[src/fci_pkg.sv]
// Constants shared by the flash command host and its bus-cycle engine.
// Assumes a byte-wide flash with a 19-bit address and a 20 MHz clock.
`default_nettype none
package fci_pkg;
	// ---------------------------------------------------------------
	// Widths and clock
	// ---------------------------------------------------------------
	localparam int ADDR_W = 19;
	localparam int CLK_NS = 50;
	// ---------------------------------------------------------------
	// Command addresses (low eleven bits) and command bytes
	// ---------------------------------------------------------------
	localparam logic [10:0] ADDR_UNLOCK1 = 11'h555;
	localparam logic [10:0] ADDR_UNLOCK2 = 11'h2aa;
	localparam logic [7:0] DAT_UNLOCK1 = 8'haa;
	localparam logic [7:0] DAT_UNLOCK2 = 8'h55;
	localparam logic [7:0] CMD_RESET = 8'hf0;
	localparam logic [7:0] CMD_AUTOSEL = 8'h90;
	localparam logic [7:0] CMD_PROGRAM = 8'ha0;
	localparam logic [7:0] CMD_BYPASS = 8'h20;
	localparam logic [7:0] CMD_ERASE_SETUP = 8'h80;
	localparam logic [7:0] CMD_CHIP_ERASE = 8'h10;
	localparam logic [7:0] CMD_BLOCK_ERASE = 8'h30;
	localparam logic [7:0] CMD_SUSPEND = 8'hb0;
	localparam logic [7:0] CMD_RESUME = 8'h30;
	localparam logic [7:0] CMD_BYPASS_EXIT = 8'h00;
	// ---------------------------------------------------------------
	// Timing: figures in microseconds, then counts of clock cycles
	// ---------------------------------------------------------------
	localparam int ABORT_US = 10;
	localparam int SUSPEND_US = 15;
	localparam int BLOCK_WINDOW_US = 50;
	localparam int PROGRAM_MAX_US = 200;
	localparam int ABORT_CYC = (ABORT_US * 1000 + CLK_NS - 1) / CLK_NS;
	localparam int SUSPEND_CYC = (SUSPEND_US * 1000 + CLK_NS - 1) / CLK_NS;
	localparam int WINDOW_CYC = (BLOCK_WINDOW_US * 1000) / CLK_NS;
	localparam int PROGRAM_CYC = (PROGRAM_MAX_US * 1000 + CLK_NS - 1) / CLK_NS;
	localparam int READ_ACCESS_CYC = 3;
	// ---------------------------------------------------------------
	// Host operations and tracked device modes
	// ---------------------------------------------------------------
	typedef enum logic [3:0] {
		FCI_OP_READ, FCI_OP_RESET1, FCI_OP_RESET3, FCI_OP_AUTOSEL,
		FCI_OP_PROGRAM, FCI_OP_BYPASS, FCI_OP_BYPASS_PROG,
		FCI_OP_BYPASS_RESET, FCI_OP_CHIP_ERASE, FCI_OP_BLOCK_ERASE,
		FCI_OP_BLOCK_ADD, FCI_OP_SUSPEND, FCI_OP_RESUME
	} fci_op_t;
	typedef enum logic [1:0] {
		FCI_MODE_READ, FCI_MODE_AUTOSEL, FCI_MODE_BYPASS
	} fci_mode_t;
endpackage
`default_nettype wire

[src/fci_bus_cycle.sv]
// One bus read or bus write on the flash pins.
// Assumes the caller pulses start only while the engine is idle.
`default_nettype none
module fci_bus_cycle #(
	parameter int ACCESS_CYC = fci_pkg::READ_ACCESS_CYC
) (
	input wire logic clk,
	input wire logic rst_n,
	input wire logic start,
	input wire logic is_read,
	input wire logic [18:0] addr,
	input wire logic [7:0] wdata,
	input wire logic [7:0] dq_in,
	output logic done,
	output logic [7:0] rdata,
	output logic ce_n,
	output logic oe_n,
	output logic we_n,
	output logic [18:0] addr_out,
	output logic [7:0] dq_out,
	output logic dq_oe
);
	if (ACCESS_CYC < 1 || ACCESS_CYC > 15) begin : g_chk
		$error("ACCESS_CYC out of range");
	end
	// ---------------------------------------------------------------
	// Cycle phases
	// ---------------------------------------------------------------
	typedef enum logic [2:0] {
		FCI_BC_IDLE, FCI_BC_SETUP, FCI_BC_STROBE, FCI_BC_HOLD,
		FCI_BC_ACCESS, FCI_BC_RECOVER
	} fci_bc_state_t;
	fci_bc_state_t state; // Current phase
	fci_bc_state_t next_state; // Following phase
	logic rd; // Latched direction
	logic [3:0] wait_cnt; // Read access counter
	wire access_end = (wait_cnt == 4'(ACCESS_CYC - 1));
	// Phase sequencing
	always_comb begin
		next_state = state;
		unique case (state)
			FCI_BC_IDLE: if (start) next_state = FCI_BC_SETUP;
			FCI_BC_SETUP: next_state = rd ? FCI_BC_ACCESS : FCI_BC_STROBE;
			FCI_BC_STROBE: next_state = FCI_BC_HOLD;
			FCI_BC_HOLD: next_state = FCI_BC_RECOVER;
			FCI_BC_ACCESS: if (access_end) next_state = FCI_BC_RECOVER;
			FCI_BC_RECOVER: next_state = FCI_BC_IDLE;
		endcase
	end
	// Decoded pin levels for the coming phase
	wire next_ce = next_state inside {FCI_BC_SETUP, FCI_BC_STROBE,
		FCI_BC_HOLD, FCI_BC_ACCESS};
	wire next_drive = next_state inside {FCI_BC_STROBE, FCI_BC_HOLD};
	// State, latches and counter
	always_ff @(posedge clk or negedge rst_n) begin
		if (!rst_n) begin
			state <= FCI_BC_IDLE;
			rd <= 1'b0;
			addr_out <= '0;
			dq_out <= 8'h00;
			wait_cnt <= 4'h0;
		end else begin
			state <= next_state;
			wait_cnt <= (state == FCI_BC_ACCESS) ? wait_cnt + 4'h1 : 4'h0;
			if (state == FCI_BC_IDLE && start) begin
				rd <= is_read;
				addr_out <= addr;
				dq_out <= wdata;
			end
		end
	end
	// Registered pins: address before strobe, data held past strobe rise
	always_ff @(posedge clk or negedge rst_n) begin
		if (!rst_n) begin
			ce_n <= 1'b1;
			oe_n <= 1'b1;
			we_n <= 1'b1;
			dq_oe <= 1'b0;
			done <= 1'b0;
			rdata <= 8'h00;
		end else begin
			ce_n <= !next_ce;
			oe_n <= !(next_state == FCI_BC_ACCESS);
			we_n <= !(next_state == FCI_BC_STROBE);
			dq_oe <= next_drive;
			done <= (state == FCI_BC_RECOVER);
			if (state == FCI_BC_ACCESS && access_end) rdata <= dq_in;
		end
	end
endmodule
`default_nettype wire

[src/fci_host.sv]
// Host controller that issues flash command sequences on the pins.
// Assumes a byte-wide flash wired to address_lines and byte_lines.
`default_nettype none
// Behaviour
// RULE1: Device drops broken sequences; host sends whole ones
// RULE2: Reset as F0, or unlock pair then F0
// RULE3: Wait abort time after any reset
// RULE4: Auto select via unlock pair then 90
// RULE5: Auto select A1A0=00 reads maker code
// RULE6: Auto select A1A0=01 reads device code
// RULE7: A1A0=10 with block reads protection
// RULE8: Program: unlock pair, A0, then target byte
// RULE9: Protected target makes device ignore program
// RULE10: Issue nothing while program runs
// RULE11: Success returns read mode; failure needs reset
// RULE12: Program only clears bits; ones need erase
// RULE13: Bypass via unlock pair then 20
// RULE14: Bypass program A0+byte; exit 90 then 00
// RULE15: Chip erase is six writes ending 10
// RULE16: Block erase ends 30; add within window
// RULE17: B0 suspends erase, 30 resumes it
// RULE18: Command addresses use low eleven bits only
// RULE19: Address before strobe, data held past it
// RULE20: Drive byte lines only when output disabled
module fci_host #(
	parameter int ACCESS_CYC = fci_pkg::READ_ACCESS_CYC
) (
	input wire logic mclk,
	input wire logic arst_n,
	input wire logic cmd_valid,
	input wire fci_pkg::fci_op_t cmd_op,
	input wire logic [18:0] cmd_addr,
	input wire logic [7:0] cmd_data,
	output logic cmd_ready,
	output logic cmd_refused,
	output logic [7:0] rd_data,
	output logic rd_valid,
	output fci_pkg::fci_mode_t mode,
	output logic [18:0] address_lines,
	output logic [7:0] byte_lines_out,
	output logic byte_lines_oe,
	input wire logic [7:0] byte_lines_in,
	output logic chip_en_n,
	output logic out_en_n,
	output logic wr_en_n
);
	// ---------------------------------------------------------------
	// Reset release
	// ---------------------------------------------------------------
	logic rst_meta; // First stage
	logic rst_n; // Synchronised reset
	always_ff @(posedge mclk or negedge arst_n) begin
		if (!arst_n) begin
			rst_meta <= 1'b0;
			rst_n <= 1'b0;
		end else begin
			rst_meta <= 1'b1;
			rst_n <= rst_meta;
		end
	end
	// ---------------------------------------------------------------
	// Sequence table: {last, address, data} per step
	// ---------------------------------------------------------------
	function automatic logic [27:0] step_word(fci_pkg::fci_op_t op,
		logic [2:0] st, logic [18:0] a, logic [7:0] d);
		logic [18:0] u1;
		logic [18:0] u2;
		logic [26:0] pre;
		logic [26:0] pre2;
		u1 = {8'h00, fci_pkg::ADDR_UNLOCK1}; // see RULE18
		u2 = {8'h00, fci_pkg::ADDR_UNLOCK2};
		pre = (st == 3'h0) ? {u1, fci_pkg::DAT_UNLOCK1}
			: {u2, fci_pkg::DAT_UNLOCK2};
		pre2 = (st == 3'h3) ? {u1, fci_pkg::DAT_UNLOCK1}
			: {u2, fci_pkg::DAT_UNLOCK2};
		unique case (op)
			fci_pkg::FCI_OP_READ: step_word = {1'b1, a, 8'h00};
			fci_pkg::FCI_OP_RESET1: // see RULE2
				step_word = {1'b1, 19'h0, fci_pkg::CMD_RESET};
			fci_pkg::FCI_OP_RESET3:
				step_word = (st < 3'h2) ? {1'b0, pre}
					: {1'b1, 19'h0, fci_pkg::CMD_RESET};
			fci_pkg::FCI_OP_AUTOSEL: // see RULE4
				step_word = (st < 3'h2) ? {1'b0, pre}
					: {1'b1, u1, fci_pkg::CMD_AUTOSEL};
			fci_pkg::FCI_OP_PROGRAM: // see RULE8
				step_word = (st < 3'h2) ? {1'b0, pre}
					: (st == 3'h2) ? {1'b0, u1, fci_pkg::CMD_PROGRAM}
					: {1'b1, a, d};
			fci_pkg::FCI_OP_BYPASS: // see RULE13
				step_word = (st < 3'h2) ? {1'b0, pre}
					: {1'b1, u1, fci_pkg::CMD_BYPASS};
			fci_pkg::FCI_OP_BYPASS_PROG: // see RULE14
				step_word = (st == 3'h0)
					? {1'b0, 19'h0, fci_pkg::CMD_PROGRAM} : {1'b1, a, d};
			fci_pkg::FCI_OP_BYPASS_RESET:
				step_word = (st == 3'h0)
					? {1'b0, 19'h0, fci_pkg::CMD_AUTOSEL}
					: {1'b1, 19'h0, fci_pkg::CMD_BYPASS_EXIT};
			fci_pkg::FCI_OP_CHIP_ERASE, fci_pkg::FCI_OP_BLOCK_ERASE:
				// see RULE15 see RULE16
				step_word = (st < 3'h2) ? {1'b0, pre}
					: (st == 3'h2) ? {1'b0, u1, fci_pkg::CMD_ERASE_SETUP}
					: (st < 3'h5) ? {1'b0, pre2}
					: (op == fci_pkg::FCI_OP_CHIP_ERASE)
					? {1'b1, u1, fci_pkg::CMD_CHIP_ERASE}
					: {1'b1, a, fci_pkg::CMD_BLOCK_ERASE};
			fci_pkg::FCI_OP_BLOCK_ADD:
				step_word = {1'b1, a, fci_pkg::CMD_BLOCK_ERASE};
			fci_pkg::FCI_OP_SUSPEND: // see RULE17
				step_word = {1'b1, 19'h0, fci_pkg::CMD_SUSPEND};
			fci_pkg::FCI_OP_RESUME:
				step_word = {1'b1, 19'h0, fci_pkg::CMD_RESUME};
			default: step_word = {1'b1, 19'h0, fci_pkg::CMD_RESET};
		endcase
	endfunction
	// ---------------------------------------------------------------
	// Sequencer state
	// ---------------------------------------------------------------
	typedef enum logic [1:0] {FCI_S_IDLE, FCI_S_BUS, FCI_S_HOLD} fci_seq_t;
	fci_seq_t state; // Sequencer phase
	fci_seq_t next_state; // Following phase
	fci_pkg::fci_op_t cur_op; // Operation in flight
	logic [18:0] cur_addr; // Target address
	logic [7:0] cur_data; // Target byte
	logic [2:0] step; // Write index within sequence
	logic bus_start; // Start pulse to engine
	logic [11:0] hold_cnt; // Settle wait after sequence
	logic [9:0] window_cnt; // Block-add window remaining
	logic bus_done; // Engine finished a cycle
	logic [7:0] bus_rdata; // Engine read byte
	// Decode of the current step and of the incoming request
	wire [27:0] word = step_word(cur_op, step, cur_addr, cur_data);
	wire step_last = word[27];
	wire taken = cmd_valid && cmd_ready;
	wire in_bypass = (mode == fci_pkg::FCI_MODE_BYPASS);
	wire bypass_op = cmd_op inside {fci_pkg::FCI_OP_BYPASS_PROG,
		fci_pkg::FCI_OP_BYPASS_RESET};
	wire bypass_ok = bypass_op || cmd_op inside {fci_pkg::FCI_OP_READ,
		fci_pkg::FCI_OP_RESET1};
	// Only commands the device accepts in the tracked mode go out
	wire refuse = in_bypass ? !bypass_ok // see RULE13
		: (bypass_op || (cmd_op == fci_pkg::FCI_OP_BLOCK_ADD
		&& window_cnt == 10'h0)); // see RULE16
	wire seq_end = (state == FCI_S_BUS) && bus_done && step_last;
	wire is_reset = cur_op inside {fci_pkg::FCI_OP_RESET1,
		fci_pkg::FCI_OP_RESET3};
	wire is_prog = cur_op inside {fci_pkg::FCI_OP_PROGRAM,
		fci_pkg::FCI_OP_BYPASS_PROG};
	wire opens_window = cur_op inside {fci_pkg::FCI_OP_BLOCK_ERASE,
		fci_pkg::FCI_OP_BLOCK_ADD};
	// Settle time after the last write of a sequence
	wire [11:0] hold_len = is_reset ? 12'(fci_pkg::ABORT_CYC) // see RULE3
		: is_prog ? 12'(fci_pkg::PROGRAM_CYC) // see RULE10
		: (cur_op == fci_pkg::FCI_OP_SUSPEND)
		? 12'(fci_pkg::SUSPEND_CYC) : 12'h0;
	// Mode that the device takes on when a sequence completes
	wire fci_pkg::fci_mode_t next_mode =
		(cur_op == fci_pkg::FCI_OP_AUTOSEL) ? fci_pkg::FCI_MODE_AUTOSEL
		: (cur_op == fci_pkg::FCI_OP_BYPASS) ? fci_pkg::FCI_MODE_BYPASS
		: (cur_op == fci_pkg::FCI_OP_READ || in_bypass
		&& cur_op != fci_pkg::FCI_OP_BYPASS_RESET)
		? mode : fci_pkg::FCI_MODE_READ; // see RULE14 see RULE11
	// Phase sequencing; sequences are never cut short
	always_comb begin
		next_state = state;
		unique case (state)
			FCI_S_IDLE: if (taken && !refuse) next_state = FCI_S_BUS;
			FCI_S_BUS: if (seq_end) next_state = (hold_len == 12'h0)
				? FCI_S_IDLE : FCI_S_HOLD; // see RULE1
			FCI_S_HOLD: if (hold_cnt == 12'h1) next_state = FCI_S_IDLE;
		endcase
	end
	// Request capture and step advance
	always_ff @(posedge mclk or negedge rst_n) begin
		if (!rst_n) begin
			state <= FCI_S_IDLE;
			cur_op <= fci_pkg::FCI_OP_READ;
			cur_addr <= '0;
			cur_data <= 8'h00;
			step <= 3'h0;
			bus_start <= 1'b0;
		end else begin
			state <= next_state;
			bus_start <= (state == FCI_S_IDLE && taken && !refuse)
				|| (state == FCI_S_BUS && bus_done && !step_last);
			if (state == FCI_S_IDLE && taken) begin
				cur_op <= cmd_op;
				cur_addr <= cmd_addr;
				cur_data <= cmd_data;
				step <= 3'h0;
			end else if (state == FCI_S_BUS && bus_done) begin
				step <= step + 3'h1;
			end
		end
	end
	// Counters, tracked mode and user-side answers
	always_ff @(posedge mclk or negedge rst_n) begin
		if (!rst_n) begin
			hold_cnt <= 12'h0;
			window_cnt <= 10'h0;
			mode <= fci_pkg::FCI_MODE_READ;
			cmd_ready <= 1'b0;
			cmd_refused <= 1'b0;
			rd_valid <= 1'b0;
			rd_data <= 8'h00;
		end else begin
			hold_cnt <= seq_end ? hold_len
				: (hold_cnt != 12'h0) ? hold_cnt - 12'h1 : 12'h0;
			window_cnt <= (seq_end && opens_window)
				? 10'(fci_pkg::WINDOW_CYC)
				: (window_cnt != 10'h0) ? window_cnt - 10'h1 : 10'h0;
			if (seq_end) mode <= next_mode;
			cmd_ready <= (next_state == FCI_S_IDLE);
			cmd_refused <= taken && refuse;
			rd_valid <= seq_end && cur_op == fci_pkg::FCI_OP_READ;
			if (seq_end && cur_op == fci_pkg::FCI_OP_READ)
				rd_data <= bus_rdata; // see RULE5 see RULE6 see RULE7
		end
	end
	// ---------------------------------------------------------------
	// Pin engine
	// ---------------------------------------------------------------
	fci_bus_cycle #(.ACCESS_CYC(ACCESS_CYC)) u_bus (
		.clk(mclk),
		.rst_n(rst_n),
		.start(bus_start),
		.is_read(cur_op == fci_pkg::FCI_OP_READ),
		.addr(word[26:8]),
		.wdata(word[7:0]),
		.dq_in(byte_lines_in),
		.done(bus_done),
		.rdata(bus_rdata),
		.ce_n(chip_en_n),
		.oe_n(out_en_n),
		.we_n(wr_en_n),
		.addr_out(address_lines),
		.dq_out(byte_lines_out),
		.dq_oe(byte_lines_oe)
	);
endmodule
`default_nettype wire

[config.mk]
export PLATFORM = sky130hd
export DESIGN_NAME = fci_host
export DESIGN_NICKNAME = d
export VERILOG_FILES = /design/src/fci_pkg.sv /design/src/fci_bus_cycle.sv /design/src/fci_host.sv
export SDC_FILE = /design/constraint.sdc
export NUM_CORES = 1
export LEC_CHECK = 0
export BUFFER_PORTS_ARGS = -buffer_cell sky130_fd_sc_hd__buf_2
export CAP_MARGIN = 20
export CORE_MARGIN = 2
export CORE_UTILIZATION = 35
export CTS_CLUSTER_DIAMETER = 50
export DETAILED_ROUTE_END_ITERATION = 12
export GPL_TIMING_DRIVEN = 0
export PLACE_DENSITY = 0.67
export SLEW_MARGIN = 20
export SYNTH_ARGS = -nofsm -noshare
export SYNTH_HDL_FRONTEND = slang
export SYNTH_SLANG_ARGS = --single-unit
[constraint.sdc]
create_clock -name mclk -period 3.3 [get_ports mclk]
set_input_delay 0.495 -clock mclk [delete_from_list [all_inputs] [get_ports mclk]]
set_output_delay 0.495 -clock mclk [all_outputs]
set_load 0.005 [all_outputs]
* Yosys cells after proc, flatten, opt, wreduce, memory -nomap -nowiden
Cells that the tools add are included.
** Operators by class
- $lt $le $gt $ge :: 2
- $add $sub $neg :: 4
- Reduce and logical (&&, ||, !) cells :: 44
- Equal/unequal tests :: 34
- Mux-type cells :: 37
** Operator list (count)
- $pmux W28 S11 :: 1
- $mux W28 :: 10
- $mux W12 :: 4
- $mux W19 :: 2
- $mux W27 :: 1
- $eq A4 B3 Y1 const B :: 6
- $eq A4 B4 Y1 const B :: 6
- $mux W10 :: 2
- $eq A3 B2 Y1 const B :: 6
- $pmux W3 S6 :: 1
- $mux W3 :: 5
- $logic_and A1 B1 Y1 :: 14
- $mux W2 :: 7
- $reduce_bool A2 Y1 :: 7
- $eq A12 B1 Y1 const B :: 1
- $eq A4 B2 Y1 const B :: 3
- $logic_not A12 Y1 :: 1
- $reduce_bool A12 Y1 :: 1
- $sub A12 B1 Y12 const B :: 1
- $logic_not A10 Y1 :: 1
- $reduce_bool A10 Y1 :: 1
- $sub A10 B1 Y10 const B :: 1
- $eq A3 B3 Y1 const B :: 3
- $mux W9 :: 1
- other kinds (21) :: 35
** Word-level totals
- Register bits after elaboration :: 122
- Input port bits :: 42
- Word-level logic and storage cells :: 147
- Output and inout port bits :: 44

* Depth between registers and ports, before layout
- Word-level depth :: 10
- Mapped depth :: 11
- Gate-level depth less buffers :: 8

* By module
A second synthesis with hierarchy kept.
** Unflattened totals
- Cells, all modules :: 635
- Area, all modules :: 6216.0 um2
** Modules (own cells, without submodules)
- fci_host :: cells each 501, seq. area each 1851.8 um2, times used 1, area an instance 4284.1 um2
- fci_bus_cycle :: cells each 134, seq. area each 1204.9 um2, times used 1, area an instance 1931.9 um2

* Least setup slack after synthesis
OpenSTA, ideal clock, no wires.
- Path type :: register -> register
- From :: register step[1]
- To :: register rd_data[6]
- Stages on the path, launching flop included :: 12
- Required time :: 3172 ps
- Period minus slack after synthesis :: 2330 ps
- Arrival time :: 2203 ps
- Slack :: 970 ps
- Path buffers :: 3
- Library setup time :: 128 ps
- Cells stage by stage :: dfrtp_1 > buf_6 > clkbuf_1 > inv_1 > ha_1 > nand2b_1 > a22oi_2 > o221ai_4 > o21ai_4 > nand2b_1 > buf_6 > mux2_1
** On the way
- Word-level cells in the longest chain between the ends :: 7
- Elaborated cells on any way between the ends :: 17
- Classes of those cells :: order compare (2); eq/ne (1); mux (11); reduce/logical (3)
** RTL lines
- start: declaration :: line fci_host.sv:126 : logic [2:0] step;
- start signal: assignment :: line fci_host.sv:193 : step <= step + 3'h1;
- $lt A3 B3 Y1 :: line fci_host.sv:104 : : (st < 3'h5) ? {1'b0, pre2}
- $mux W28 :: line fci_host.sv:104
- $mux W28 :: line fci_host.sv:103 : : (st == 3'h2) ? {1'b0, u1, fci_pkg::CMD_ERASE_SETUP}
- $mux W28 :: line fci_host.sv:102 : step_word = (st < 3'h2) ? {1'b0, pre}
- $pmux W28 S11 (*) :: line fci_host.sv:76 : unique case (op)
- $logic_and A1 B1 Y1 (*) :: line fci_host.sv:145 : wire seq_end = (state == FCI_S_BUS) && bus_done && step_last;
- $logic_and A1 B1 Y1 (*) :: line fci_host.sv:217 : if (seq_end && cur_op == fci_pkg::FCI_OP_READ)
- end signal: assignment :: line fci_host.sv:218 : rd_data <= bus_rdata;
- end: declaration :: line fci_host.sv:36 : output logic [7:0] rd_data,
Mark *: on every way between the ends. The rest lies on a longest branch, timed or not.
A chain may end at the register's enable or synchronous reset.

* Worst setup path in the final report
- From :: register step[1]
- To :: register u_bus.addr_out[3]
** On the way
- Word-level cells in the longest chain between the ends :: 6
- Elaborated cells on any way between the ends :: 17
- Classes of those cells :: order compare (2); eq/ne (2); mux (12); reduce/logical (1)
** RTL lines
- branches (longest 5 deep; another with $lt A3 B3 Y1)
- $pmux W28 S11 (*) :: line fci_host.sv:76
- end signal: assignment :: line fci_bus_cycle.sv:67 : addr_out <= addr;
- end: declaration :: line fci_bus_cycle.sv:19 : output logic [18:0] addr_out,
Mark *: on every way between the ends.

==> summary.txt <==
Global route
  • Met2 Resource Use GR: 0.261
  • GRT Util Overall: 0.175
  • Met3 usage: 0.0471
  • Vias in the first global route: between 4,000 and 5,000
  • First-pass GRT wire length: 25,000 um
  • Global routing's busiest layer: met2
  • Antenna violations before repair: 0
  • GR Layer Usage met1: 0.247
  • Largest net degree at the start of global routing: 57
  • Total grt overflow: 0

Yosys
  • Cells after Synth: between 600 and 700
  • Ys async rst share: 1.00
  • Average size of a mapped cell: around 9.6 um2
  • Yosys cell types: around 70
  • Synth warnings: 0
  • Synth Flop Type: dfrtp_1
  • EDFF count, synth: 0
  • Post-synthesis cell area: 0.00605 mm2
  • #FFs+latches synth: between 100 and 150
  • Post-Synthesis Net Count: 687
  • Sequential fraction of the synthesis area: 0.505

Drt
  • ANT nets after route: 0
  • Routed len/inst: ~16 um
  • Routed wire length: 15,300 um
  • Starting DRT DRC Count: ~370
  • Length of the first detailed-routing pass in iterations: 4
  • Via density: 5.13
  • Vias: approximately 5,000
  • Residual DRC: 0

Job
  • Maxcap violations: 0

Floorplan
  • Die height: 135 um
  • FP Rows: 48
  • Die area: around 0.018 mm2
  • Initial core utilization: 0.353
  • # IOs: 86
  • Die Wd: between 100 and 150 um
  • Core Box Area: between 0.015 and 0.02 mm2

STA
  • Slew @ Worst Pin: roughly 0.76 ns
  • Period minus WS final: roughly 2.9 ns
  • TNS Setup: 0 ns
  • Setup Skew: approximately 0.0094 ns
  • Final cycle utilization of the critical path: 0.882
  • RSZ-0062 raised after global routing: no
  • Fin worst setup slack: 0.390 ns
  • Hold Vio Cnt, Final: 0
  • Hold Slack: 0.177 ns
  • # setup viols final: 0
  • Max-slew violation count: 0
  • Slew margin rel.: 0.493
  • Max Freq: 344 MHz

Setup path
  • Critical path peak fanout: 10
  • Worst setup EP type: flip-flop
  • Critical path launch point type: flip-flop
  • Crit path required time: about 3.7 ns
  • Register-to-Register Path Depth: 11
  • Register-to-register setup slack: 0.39 ns
  • Crit path launch: step[1]
  • Reg2reg end: u_bus.addr_out[3]
  • Crit Path Category: flip-flop to flip-flop
  • R2r startpoint: step[1]
  • Worst setup path endpoint: u_bus.addr_out[3]
  • Worst EP arrival: 3.27 ns

Placed design
  • Post-DP HPWL: 11,000 um
  • Final Wtd Congestion: ~0.95
  • Cells after DPL: around 950
  • Place WS: between 0.4 and 0.5 ns
  • Port Buffers: between 80 and 90

Power
  • Total power: about 7.2 mW
  • Power Density: just under 1000 mW/mm2
  • VDD IR-drop max: roughly 800 uV
  • Leak: 3.49 nW

Cells and area
  • Layout cells sized above 1: 0.211
  • Final net count: roughly 800
  • Commonest non-fill, non-tap cells in the layout: 135 x nand2_1, 118 x dfrtp_1, 91 x buf_2
  • Antenna cells: 0
  • Post-route insts no fill: ~980
  • Commonest non-fill, non-tap cell in the layout: nand2_1
  • Area Growth Syn to Fin: 22.9%

Clock network
  • Setup Buffers After CTS: 0
  • TritonCTS Buffers: 17
  • Clk slew on worst S/H paths: approximately 0.06 ns
  • CTS resizes: 0
  • Root Driver: clkbuf_16
  • CTS tree: done
  • Clk_lat worst skew: 0.43 ns
  • Htree depth: 4
  • CTS Buffer Depth: 2
  • CTS sink count: between 100 and 150

Status
  • Status: finished, final reports clean

Hold path
  • Tightest Hold Check Type: flip-flop to async pin
-- per-layer routing --
metal / vias up / routed length [um]
li1: 2415 / -
met1: 2404 / 7180
met2: 181 / 6940
met3: 21 / 975
met4: 0 / 209
met5: - / 0
-- Yosys cell counts, drive strengths merged, types with 2 or more instances --
cell / count / area share
nor3: 14 / 0.012
clkbuf: 21 / 0.013
o21a: 5 / 0.0062
o21bai: 2 / 0.0025
o31ai: 2 / 0.0025
o22ai: 9 / 0.0093
mux2: 19 / 0.040
a21oi: 25 / 0.022
and2: 2 / 0.0021
buf: 11 / 0.012
nand2: 135 / 0.084
o31a: 2 / 0.0029
nand3: 11 / 0.0091
a41oi: 2 / 0.0029
nor4: 5 / 0.0052
a22oi: 2 / 0.0033
or2: 4 / 0.0041
o311ai: 3 / 0.0043
or3: 5 / 0.0052
nand4: 5 / 0.0052
o32ai: 3 / 0.0043
xnor2: 11 / 0.016
a31oi: 6 / 0.0062
o21ai: 30 / 0.027
mux2i: 4 / 0.0066
xor2: 6 / 0.0087
dfstp: 3 / 0.013
a21o: 5 / 0.0062
inv: 19 / 0.012
dfrtp: 119 / 0.49
and3: 5 / 0.0052
nor3b: 3 / 0.0037
o211ai: 7 / 0.0095
ha: 12 / 0.025
nor2: 52 / 0.032
nor2b: 6 / 0.0062
o221ai: 3 / 0.0072
a221o: 9 / 0.015
nand2b: 20 / 0.021
a22o: 8 / 0.012
-- layout make-up --
type	count	area, um2
timing repair buffer	88	490
clock buffer	18	429
buffer	32	150
sequential	122	3060
inverter	19	71.3
clock inverter	14	179
tap	225	282
fill	1690	9680
multi-input combinational	460	2770
-- timing repair --
action | 4_1_cts | 5_1_grt
hold buffers | 1 | 0
endpoints found under the setup margin | 0 | 0
endpoints found under the hold margin | 2 | 0
-- where the power goes --
part / internal, mW / switching [mW] / total (mW)
clock: 1.25 / 0.680 / 1.93
sequential: 2.10 / 0.418 / 2.52
combinational: 1.13 / 1.65 / 2.77
-- registers in the layout (all words and copies together), names as in the netlist, 3 cells and up --
signal          count
u_bus.wait_cnt      4
rd_data             8
u_bus.dq_out        8
u_bus.rdata         8
step                3
hold_cnt           12
u_bus.state         3
cur_data            8
cur_op              4
cur_addr           19
u_bus.addr_out     19
window_cnt         10
-- worst max-delay path: stages (launching register included) --
cell      delay (ns)
dfrtp_1         0.40
buf_6           0.15
clkbuf_1        0.34
inv_1           0.09
ha_1            0.21
clkbuf_1        0.22
nor3_1          0.53
nand3_1         0.18
o31ai_1         0.10
nor2_1          0.12
nor2_1          0.32
a221o_1         0.17
-- metrics by stage --
| stage | util | area (um2) |
|---|---|---|
| after detailed placement | 0.398 | 6820 |
| after global placement | 0.395 | 6760 |
| after global routing | 0.434 | 7430 |
| after floorplan | - | 6050 |
| final | 0.434 | 7430 |
| after CTS | 0.434 | 7430 |
-- logic make-up after synthesis --
logic type / Yosys count / synth area share
simple gates: 274 / 0.204
compound gates: 133 / 0.158
flops: 122 / 0.505
buf+inv: 51 / 0.0366
mux: 23 / 0.0463
xor+xnor: 17 / 0.0246
fa+ha+maj: 12 / 0.0248
other cells: 1 / 0.000620
-- worst min path at each step --
stage | startpoint | slack, ns | endpoint | depth (start not counted)
final | rst_n | 0.18 | cur_addr[4] | 0
after global routing | rst_n | 0.20 | cur_addr[0] | 0
after CTS | rst_n | 0.19 | cur_addr[4] | 0
after detailed placement | rst_n | 0.18 | u_bus.addr_out[4] | 0
after global placement | arst_n | 0.28 | rst_meta | 1
after floorplan | arst_n | 0.20 | rst_meta | 0
No activity file was read; power rests on OpenSTA's default activity.
